File: src/logic/irq_combiner_cfg.svh
// Constants for the dual-level interrupt combiner
// Function
// All sources are merged onto a critical and a non-critical request, each source routed by software.
// Each source is level sensitive or edge sensitive with a latch held until cleared, by software choice.
// Each source has a programmable active polarity: high or low for level, rising or falling for edge.
// A read-only vector is formed from a written base and the position of the top enabled active critical source.
// A priority bit chooses whether the least or most significant status bit wins vector selection.
// Bit positions count from the most significant bit as zero to the least significant as thirty-one.
// Only enabled sources reach a request line or the vector; raw state shows in status regardless.
`ifndef IRQ_COMBINER_CFG_SVH
`define IRQ_COMBINER_CFG_SVH
//----------------------------------------
// Register offsets (byte addresses)
//----------------------------------------
`define IC_STATUS_OFS   8'h00
`define IC_ENABLE_OFS   8'h04
`define IC_CRIT_OFS     8'h08
`define IC_EDGE_OFS     8'h0c
`define IC_POL_OFS      8'h10
`define IC_VBASE_OFS    8'h14
`define IC_VEC_OFS      8'h18
`define IC_CTRL_OFS     8'h1c
`define IC_PEND_OFS     8'h20
`define IC_PMASK_OFS    8'h24
//----------------------------------------
// Fields and reset values
//----------------------------------------
`define IC_CTRL_PRIO_BIT 0
`define IC_VEC_SHIFT     2
`define IC_ZERO_RST      32'h0000_0000
`define IC_POL_RST       32'hffff_ffff
`endif

File: src/logic/irq_combiner_pkg.sv
// Types for the dual-level interrupt combiner
package irq_combiner_pkg;
   typedef logic [31:0] word_t;
   typedef logic [4:0]  pos_t;
endpackage

File: src/logic/irq_prio_if.sv
// Carrier between the combiner and its priority encoder
`timescale 1ns/1ns
interface irq_prio_if;
   irq_combiner_pkg::word_t req;
   logic                    lsb_first;
   logic                    hit;
   irq_combiner_pkg::pos_t  pos;
   modport enc (input req, input lsb_first, output hit, output pos);
   modport use_side (output req, output lsb_first, input hit, input pos);
endinterface

File: src/logic/irq_prio_enc.sv
// Priority encoder with selectable winning end
`timescale 1ns/1ns
module irq_prio_enc (
   irq_prio_if.enc p
);
   //----------------------------------------
   // Search
   //----------------------------------------
   // Position p counts from the MSB as zero, vector bit is 31-p
   always_comb begin
      p.hit = |p.req;
      p.pos = 5'h00;
      if (p.lsb_first) begin
         for (int i = 31; i >= 0; i--) begin
            if (p.req[i]) p.pos = 5'(31 - i); // lowest index wins last
         end
      end else begin
         for (int i = 0; i < 32; i++) begin
            if (p.req[i]) p.pos = 5'(31 - i); // highest index wins last
         end
      end
   end
endmodule // irq_prio_enc

File: src/logic/interrupt_combiner_unit.sv
// Dual-level interrupt combiner with vector and register port
//
// The implementer's own choices: the plain strobed port and the address map.
`timescale 1ns/1ns
`include "irq_combiner_cfg.svh"
module interrupt_combiner_unit #(
   parameter int N_SRC = 32
) (
   input  wire logic        sys_clk_i,
   input  wire logic        resetn_i,
   input  wire logic [31:0] src_i,
   input  wire logic [7:0]  addr_i,
   input  wire logic [31:0] wdata_i,
   input  wire logic        wr_i,
   input  wire logic        rd_i,
   output logic      [31:0] rdata_o,
   output logic             crit_irq_o,
   output logic             noncrit_irq_o,
   output logic             pend_irq_o
);
   // Refuse a source count other than the full status word
   if (N_SRC != 32) begin : g_src_chk
      $error("N_SRC must be 32");
   end
   irq_combiner_pkg::word_t s1_r, s2_r, prev_r, stat_r, stat_nxt;
   irq_combiner_pkg::word_t en_r, crit_r, edge_r, pol_r, vbase_r, pmask_r, pstat_r;
   logic prio_r;
   irq_combiner_pkg::word_t act, rise, fall, det, enab;
   irq_prio_if pif ();
   //----------------------------------------
   // Bus decode
   //----------------------------------------
   // Strobe aimed at one register offset
   function automatic logic bus_hit(input logic       strobe,
                                    input logic [7:0] addr,
                                    input logic [7:0] ofs);
      return strobe && (addr == ofs);
   endfunction
   logic stat_clr, pend_rd;
   // Status clear and pending read, shared by logic and checks
   assign stat_clr = bus_hit(wr_i, addr_i, `IC_STATUS_OFS);
   assign pend_rd  = bus_hit(rd_i, addr_i, `IC_PEND_OFS);
   //----------------------------------------
   // Input synchroniser
   //----------------------------------------
   always_ff @(posedge sys_clk_i) begin
      if (!resetn_i) begin
         s1_r   <= `IC_ZERO_RST;
         s2_r   <= `IC_ZERO_RST;
         prev_r <= `IC_ZERO_RST;
      end else begin
         s1_r   <= src_i;
         s2_r   <= s1_r;
         prev_r <= s2_r;
      end
   end
   //----------------------------------------
   // Detection
   //----------------------------------------
   always_comb begin
      act  = ~(s2_r ^ pol_r);                 // pol 1 = high/rising
      rise = s2_r & ~prev_r;
      fall = ~s2_r & prev_r;
      det  = (pol_r & rise) | (~pol_r & fall);
      enab = stat_r & en_r;
   end
   // Edge bits latch, level bits follow; write-one clears, set wins
   always_comb begin
      stat_nxt = stat_r;
      if (stat_clr) stat_nxt = stat_r & ~wdata_i;
      stat_nxt = (edge_r & (stat_nxt | det)) | (~edge_r & act);
   end
   always_ff @(posedge sys_clk_i) begin
      if (!resetn_i) stat_r <= `IC_ZERO_RST;
      else stat_r <= stat_nxt;
   end
   //----------------------------------------
   // Configuration registers
   //----------------------------------------
   always_ff @(posedge sys_clk_i) begin
      if (!resetn_i) begin
         en_r <= `IC_ZERO_RST;
         crit_r <= `IC_ZERO_RST;
         edge_r <= `IC_ZERO_RST;
         pol_r <= `IC_POL_RST;
         vbase_r <= `IC_ZERO_RST;
         prio_r <= 1'b0;
         pmask_r <= `IC_ZERO_RST;
      end else if (wr_i) begin
         case (addr_i)
            `IC_ENABLE_OFS: en_r    <= wdata_i;
            `IC_CRIT_OFS:   crit_r  <= wdata_i;
            `IC_EDGE_OFS:   edge_r  <= wdata_i;
            `IC_POL_OFS:    pol_r   <= wdata_i;
            `IC_VBASE_OFS:  vbase_r <= wdata_i;
            `IC_CTRL_OFS:   prio_r  <= wdata_i[`IC_CTRL_PRIO_BIT];
            `IC_PMASK_OFS:  pmask_r <= wdata_i;
            default: ;
         endcase
      end
   end
   //----------------------------------------
   // Vector search
   //----------------------------------------
   assign pif.req       = enab & crit_r;
   assign pif.lsb_first = prio_r;
   // Encoder sees only enabled critical sources
   irq_prio_enc u_enc (.p(pif.enc));
   //----------------------------------------
   // Own event interrupt: sticky edges of the request lines, read clears
   //----------------------------------------
   logic crit_nxt, ncrit_nxt;
   assign crit_nxt  = |(enab & crit_r);
   assign ncrit_nxt = |(enab & ~crit_r);
   always_ff @(posedge sys_clk_i) begin
      if (!resetn_i) pstat_r <= `IC_ZERO_RST;
      else begin
         pstat_r[0] <= (crit_nxt & ~crit_irq_o) |
                       (pstat_r[0] & ~pend_rd);
         pstat_r[1] <= (ncrit_nxt & ~noncrit_irq_o) |
                       (pstat_r[1] & ~pend_rd);
      end
   end
   //----------------------------------------
   // Outputs and read data
   //----------------------------------------
   always_ff @(posedge sys_clk_i) begin
      if (!resetn_i) begin
         crit_irq_o    <= 1'b0;
         noncrit_irq_o <= 1'b0;
         pend_irq_o    <= 1'b0;
      end else begin
         crit_irq_o    <= crit_nxt;
         noncrit_irq_o <= ncrit_nxt;
         pend_irq_o    <= |(pstat_r & pmask_r);
      end
   end
   always_ff @(posedge sys_clk_i) begin
      if (!resetn_i) rdata_o <= `IC_ZERO_RST;
      else if (rd_i) begin
         case (addr_i)
            `IC_STATUS_OFS: rdata_o <= stat_r; // raw state
            `IC_ENABLE_OFS: rdata_o <= en_r;
            `IC_CRIT_OFS:   rdata_o <= crit_r;
            `IC_EDGE_OFS:   rdata_o <= edge_r;
            `IC_POL_OFS:    rdata_o <= pol_r;
            `IC_VBASE_OFS:  rdata_o <= vbase_r;
            `IC_VEC_OFS:    rdata_o <= vbase_r | {25'h0, pif.pos, 2'h0};
            `IC_CTRL_OFS:   rdata_o <= {31'h0, prio_r};
            `IC_PEND_OFS:   rdata_o <= pstat_r;
            `IC_PMASK_OFS:  rdata_o <= pmask_r;
            default:        rdata_o <= `IC_ZERO_RST;
         endcase
      end else rdata_o <= `IC_ZERO_RST;
   end

   // Read strobe aimed at the status register
   function automatic logic pend_rd_stat_hit(input logic       strobe,
                                             input logic [7:0] addr);
      return bus_hit(strobe, addr, `IC_STATUS_OFS);
   endfunction
endmodule // interrupt_combiner_unit

File: config.mk
export PLATFORM = sky130hd
export DESIGN_NAME = interrupt_combiner_unit
export DESIGN_NICKNAME = d
export VERILOG_FILES = /design/src/logic/irq_combiner_pkg.sv /design/src/logic/irq_prio_if.sv /design/src/logic/irq_prio_enc.sv /design/src/logic/interrupt_combiner_unit.sv
export VERILOG_INCLUDE_DIRS = /design/src /design/src/logic
export SDC_FILE = /design/constraint.sdc
export NUM_CORES = 1
export LEC_CHECK = 0
export ABC_CLOCK_PERIOD_IN_PS = 2900
export BUFFER_PORTS_ARGS = -buffer_cell sky130_fd_sc_hd__buf_4
export CORE_MARGIN = 10
export CORE_UTILIZATION = 64
export DETAILED_ROUTE_END_ITERATION = 10
export GPL_TIMING_DRIVEN = 0
export PLACE_DENSITY = 0.94
export SLEW_MARGIN = 20
export SYNTH_ARGS = -nofsm -noshare
export SYNTH_HDL_FRONTEND = slang
export SYNTH_SLANG_ARGS = --single-unit
File: constraint.sdc
create_clock -name sys_clk_i -period 2.9 [get_ports sys_clk_i]
set_input_delay 0.145 -clock sys_clk_i [delete_from_list [all_inputs] [get_ports sys_clk_i]]
set_output_delay 0.145 -clock sys_clk_i [all_outputs]
set_load 0.02 [all_outputs]
# Word-level counts from Yosys, hierarchy flattened
# Index checks and enable logic that the tools add are counted.
# Widths: inputs -> output; s select.
[word_totals]
input_bits = 76
ff_bits = 358
wordCells = 137
[op_classes]
mux = 66
eq_ne = 9
bitwise_logic = 32
n_reduce_logical = 14
[op_table]
columns = ["op", "count"]
rows = [
  ["$and 32x32->32", 10],
  ["$pmux 32 s10", 1],
  ["$mux 5", 49],
  ["$not 32->32", 7],
  ["$or 32x32->32", 3],
  ["$reduce_or 32->1", 3],
  ["$and 2x32->32", 1],
  ["$eq 8x5->1 const B", 4],
  ["$mux 32", 1],
  ["$mux 4", 8],
  ["$or 32x7->32", 1],
  ["$xor 32x32->32", 1],
  ["$eq 8x4->1 const B", 2],
  ["$eq 8x6->1 const B", 2],
  ["$reduce_and 2->1", 8],
  ["$mux 3", 4],
  ["$eq 8x3->1 const B", 1],
  ["$logic_not 8->1", 1],
  ["$and 1x1->1", 4],
  ["$mux 2", 2],
  ["$not 1->1", 3],
  ["$logic_and 1x1->1", 2],
  ["$or 1x1->1", 2],
  ["$mux 1", 1],
]

# Longest topological paths before layout
[logic_depth]
depth_word = 37
mapped_depth = 9

# Hierarchy
# A second synthesis with hierarchy kept.
[hier_totals]
hier_cells = 1775
area_unflattened_um2 = 14447.6
[modules_own_cells]
columns = ["mod", "area_per_inst_um2", "seq_area_each_um2", "cells_each", "instances"]
rows = [
  ["interrupt_combiner_unit", 13769.5, 7166.9, 1661, 1],
  ["irq_prio_enc", 678.2, 0.0, 114, 1],
]

# Worst setup path before layout
# OpenSTA, ideal clock, no wires.
[synth_timing]
path_type = "input port to flip-flop"
start = "input port addr_i[5]"
end = "register stat_r[10]"
setup_ns = 0.132
t_arrival_ns = 1.748
cell_stages = 9
t_required_ns = 2.768
path_slack_ns = 1.020
path_cell_list = "buf_6 -> or4_1 -> nor3_4 -> and2_1 -> buf_2 -> buf_4 -> nand2_1 -> nand3_1 -> a21oi_1"
[synth_via]
elab_chain_len = 6
[synth_rtl]
columns = ["element", "line", "rtl"]
rows = [
  ["start, declared", "interrupt_combiner_unit.sv:12", "input wire logic [7:0] addr_i,"],
  ["$logic_not 8->1", "interrupt_combiner_unit.sv:37", "return strobe && (addr == ofs);"],
  ["$logic_and 1x1->1", "interrupt_combiner_unit.sv:37", ""],
  ["$mux 32", "interrupt_combiner_unit.sv:70", "if (stat_clr) stat_nxt = stat_r & ~wdata_i;"],
  ["$or 32x32->32", "interrupt_combiner_unit.sv:71", "stat_nxt = (edge_r & (stat_nxt | det)) | (~edge_r & act);"],
  ["$and 32x32->32", "interrupt_combiner_unit.sv:71", ""],
  ["$or 32x32->32", "interrupt_combiner_unit.sv:71", ""],
  ["end signal, assigned", "interrupt_combiner_unit.sv:74", "if (!resetn_i) stat_r <= `IC_ZERO_RST;"],
  ["end signal, assigned", "interrupt_combiner_unit.sv:75", "else stat_r <= stat_nxt;"],
  ["end, declared", "interrupt_combiner_unit.sv:25", "irq_combiner_pkg::word_t s1_r, s2_r, prev_r, stat_r, stat_nxt;"],
]
# No other way between the ends.
# A chain may end at the register's enable or synchronous reset.

# Worst setup path in the final report
[layout_timing]
start = "input port addr_i[1]"
end = "register pmask_r[26]"
[layout_via]
elab_chain_len = 2
[layout_rtl]
columns = ["element", "line", "rtl"]
rows = [
  ["$eq 8x6->1", "interrupt_combiner_unit.sv:90", "case (addr_i)"],
  ["$reduce_and 2->1 (no source line)", "--", ""],
  ["end signal, assigned", "interrupt_combiner_unit.sv:88", "pmask_r <= `IC_ZERO_RST;"],
  ["end signal, assigned", "interrupt_combiner_unit.sv:97", "`IC_PMASK_OFS: pmask_r <= wdata_i;"],
  ["end, declared", "interrupt_combiner_unit.sv:26", "irq_combiner_pkg::word_t en_r, crit_r, edge_r, pol_r, vbase_r, pmask_r, pstat_r;"],
]
# No other way between the ends.

==> summary.txt <==
Outcome
  • Outcome: completed

Floorplan
  • Die area: 29,200 um2
  • Core Area: 22,500 um2
  • I/O Pins: 111
  • Die Y: 171 um
  • Starting density of the core: 64.7%
  • Die width: 171 um
  • FP Rows: 55

Drt
  • Via density: 6.64
  • Residual DRC: 0
  • WL final: 54.1 mm
  • Starting DRC count in detailed routing: 2,580
  • Vias: 15.4k
  • Antenna viol nets, final: 0
  • DR WL/cell: 23.3 um
  • Pre-antenna DRT Iters: 11

Synthesis
  • Syn avg cell area: 8.08 um2
  • Ys async rst share: 0%
  • EDFF count, synth: 0
  • Post-synth net total: 1,879
  • Yosys top cell area share: 49.2%
  • Area contributors post-synth: dfxtp_1 49%, nand2_1 13%, a21oi_1 7.2%, nand3_1 4.7%, and2_1 4.4%
  • Area of the mapped netlist: 14,600 um2
  • Most used DFF post-synth: dfxtp_1
  • Post-synthesis cell type count: 55
  • Number of synthesis warnings: 0
  • Cell with the most instances after synthesis: nand2_1
  • Post-synth top cells: 503 x nand2_1, 358 x dfxtp_1, 210 x a21oi_1
  • Mapped Cells: 1,803
  • Sequential share of the synthesized area: 49.2%
  • #FFs+latches synth: 358
  • Cell taking the most area after synthesis: dfxtp_1

Clock tree
  • CTS Buffer Depth: 3
  • Clk sinks: 358
  • CTS Buf Count: 36
  • Clock slew at reported path FFs: 60 ps
  • Worst skew pair latency: 530 ps
  • H-tree levels: 2
  • CTS tree: done
  • Clk root buf: clkbuf_16
  • Cts repair resizes: 0

Finish
  • Share of cells above drive strength 1: 9.52%
  • Core Util, Final: 78.0%
  • Final Cell Area: 17,600 um2
  • Fin nets: 2,090
  • Number of diodes: 0
  • Area Overhead vs Synth: 20.5%

STA
  • RSZ-0062 raised after global routing: no
  • Final slew viol count: 0
  • Measured slew at the worst slew-check pin: 1220 ps
  • Slew HR: 17.7%
  • Final setup TNS: 0 ps
  • Worst clock skew: 27.3 ps
  • Final Hold Fails: 0
  • Highest Clock Rate: 0.351 GHz
  • Period utilization: 98.3%
  • Worst hold margin: 136 ps
  • Setup violators final: 0
  • Final setup margin: 50.3 ps
  • Tmin final: 2850 ps

Critical path
  • Startpoint Class: primary input
  • Crit Path Category: primary input to flip-flop
  • CP Max Fanout: 10
  • Worst EP required: 3290 ps
  • Arr. time, crit path: 3240 ps
  • Worst setup EP type: flip-flop

GRT
  • Initial antenna violation count: 0
  • GRT overflow: 0
  • Global-route wire length before repair: 81.3 mm
  • Largest net degree at the start of global routing: 15
  • Number of global-route vias before repair: 14.8k
  • Gr usage total: 35.6%

Place
  • Routability cong.: 1.06
  • Pre-CTS setup slack: -163 ps
  • Dpl hpwl: 35.9 mm
  • Placed Instance Area: 15,700 um2
  • IO Port Bufs: 109

Power
  • Max VDD drop: 0.588 mV
  • Power Density: 580 nW/um2
  • Pleak: 6.57 nW

Worst hold path
  • Worst Hold Class: primary input to flip-flop

Job
  • Maxcap violations: 0
-- critical path, stage by stage --
cell      delay [ps]
buf_4            140
nor3_1           700
and3_1           270
clkbuf_1         310
clkbuf_1         720
nand2_1          280
clkbuf_1         360
nand2_1          210
a21oi_1          100
-- cell type report --
cell class | count | area (um2)
flip-flops and latches | 358 | 7170
multi-input cells | 1327 | 6900
repair buffers | 173 | 1460
plain buffers | 110 | 473
clock buffers | 52 | 1060
inverters | 8 | 30.0
clock inverters | 9 | 109
fillers | 1476 | 4950
well taps | 285 | 357
-- placed cells by master, fill, tap and decap left out, types with 27 or more instances in the layout --
master / count
a21oi_1: 210
a222oi_1: 27
a22oi_1: 54
a31oi_1: 40
and2_1: 103
buf_4: 113
clkbuf_1: 96
clkbuf_16: 38
dfxtp_1: 358
dlygate4sd3_1: 64
nand2_1: 503
nand3_1: 136
nor2b_1: 42
nor3_1: 38
-- repair_timing --
action,in CTS,in global routing
hold buffers,64,0
buffers inserted,0,0
endpoints found under the hold margin,244,0
-- kinds of logic (layout without fill, tap and decap cells) --
family,Yosys count,in the layout,share of synthesized area (%)
AO/OA/AOI/OAI,405,405,17.2
XOR/XNOR,1,1,0.0601
buffers and inverters,118,352,3.45
flip-flops,358,358,49.2
multiplexers,13,13,0.902
AND/OR/NAND/NOR,908,908,29.2
-- path summary, 6_finish.rpt --
check | end | start | slack, ps | cells past startpoint
setup reg to reg | pstat_r[0] | stat_r[22] | 570 | 6
hold / removal | rdata_o[0] | addr_i[0] | 140 | 4
setup / recovery | pmask_r[26] | addr_i[1] | 50 | 9
hold reg to reg | s2_r[28] | s1_r[28] | 430 | 1
-- power breakdown --
| group | switching (mW) | internal [mW] |
|---|---|---|
| Clock | 1.95 | 2.73 |
| Sequential | 0.0533 | 4.99 |
| Combinational | 0.272 | 0.194 |
-- routing by layer --
metal / track usage (%) / share of wire [%] / vias up
met5: 0 / 0 / -
met2: 56.8 / 45 / 1327
met4: 21.0 / 5.9 / 0
met3: 10.5 / 14 / 285
met1: 41.7 / 35 / 7095
li1: - / - / 6702
-- stage by stage --
step           std cells  power [mW]
2_1_floorplan       1803        5.28
3_3_place_gp        2197        5.50
3_5_place_dp        2197        5.51
4_1_cts             2322        10.1
5_1_grt             2322        10.4
6_report            2322        10.2
Power figures use the tool's default switching activity.
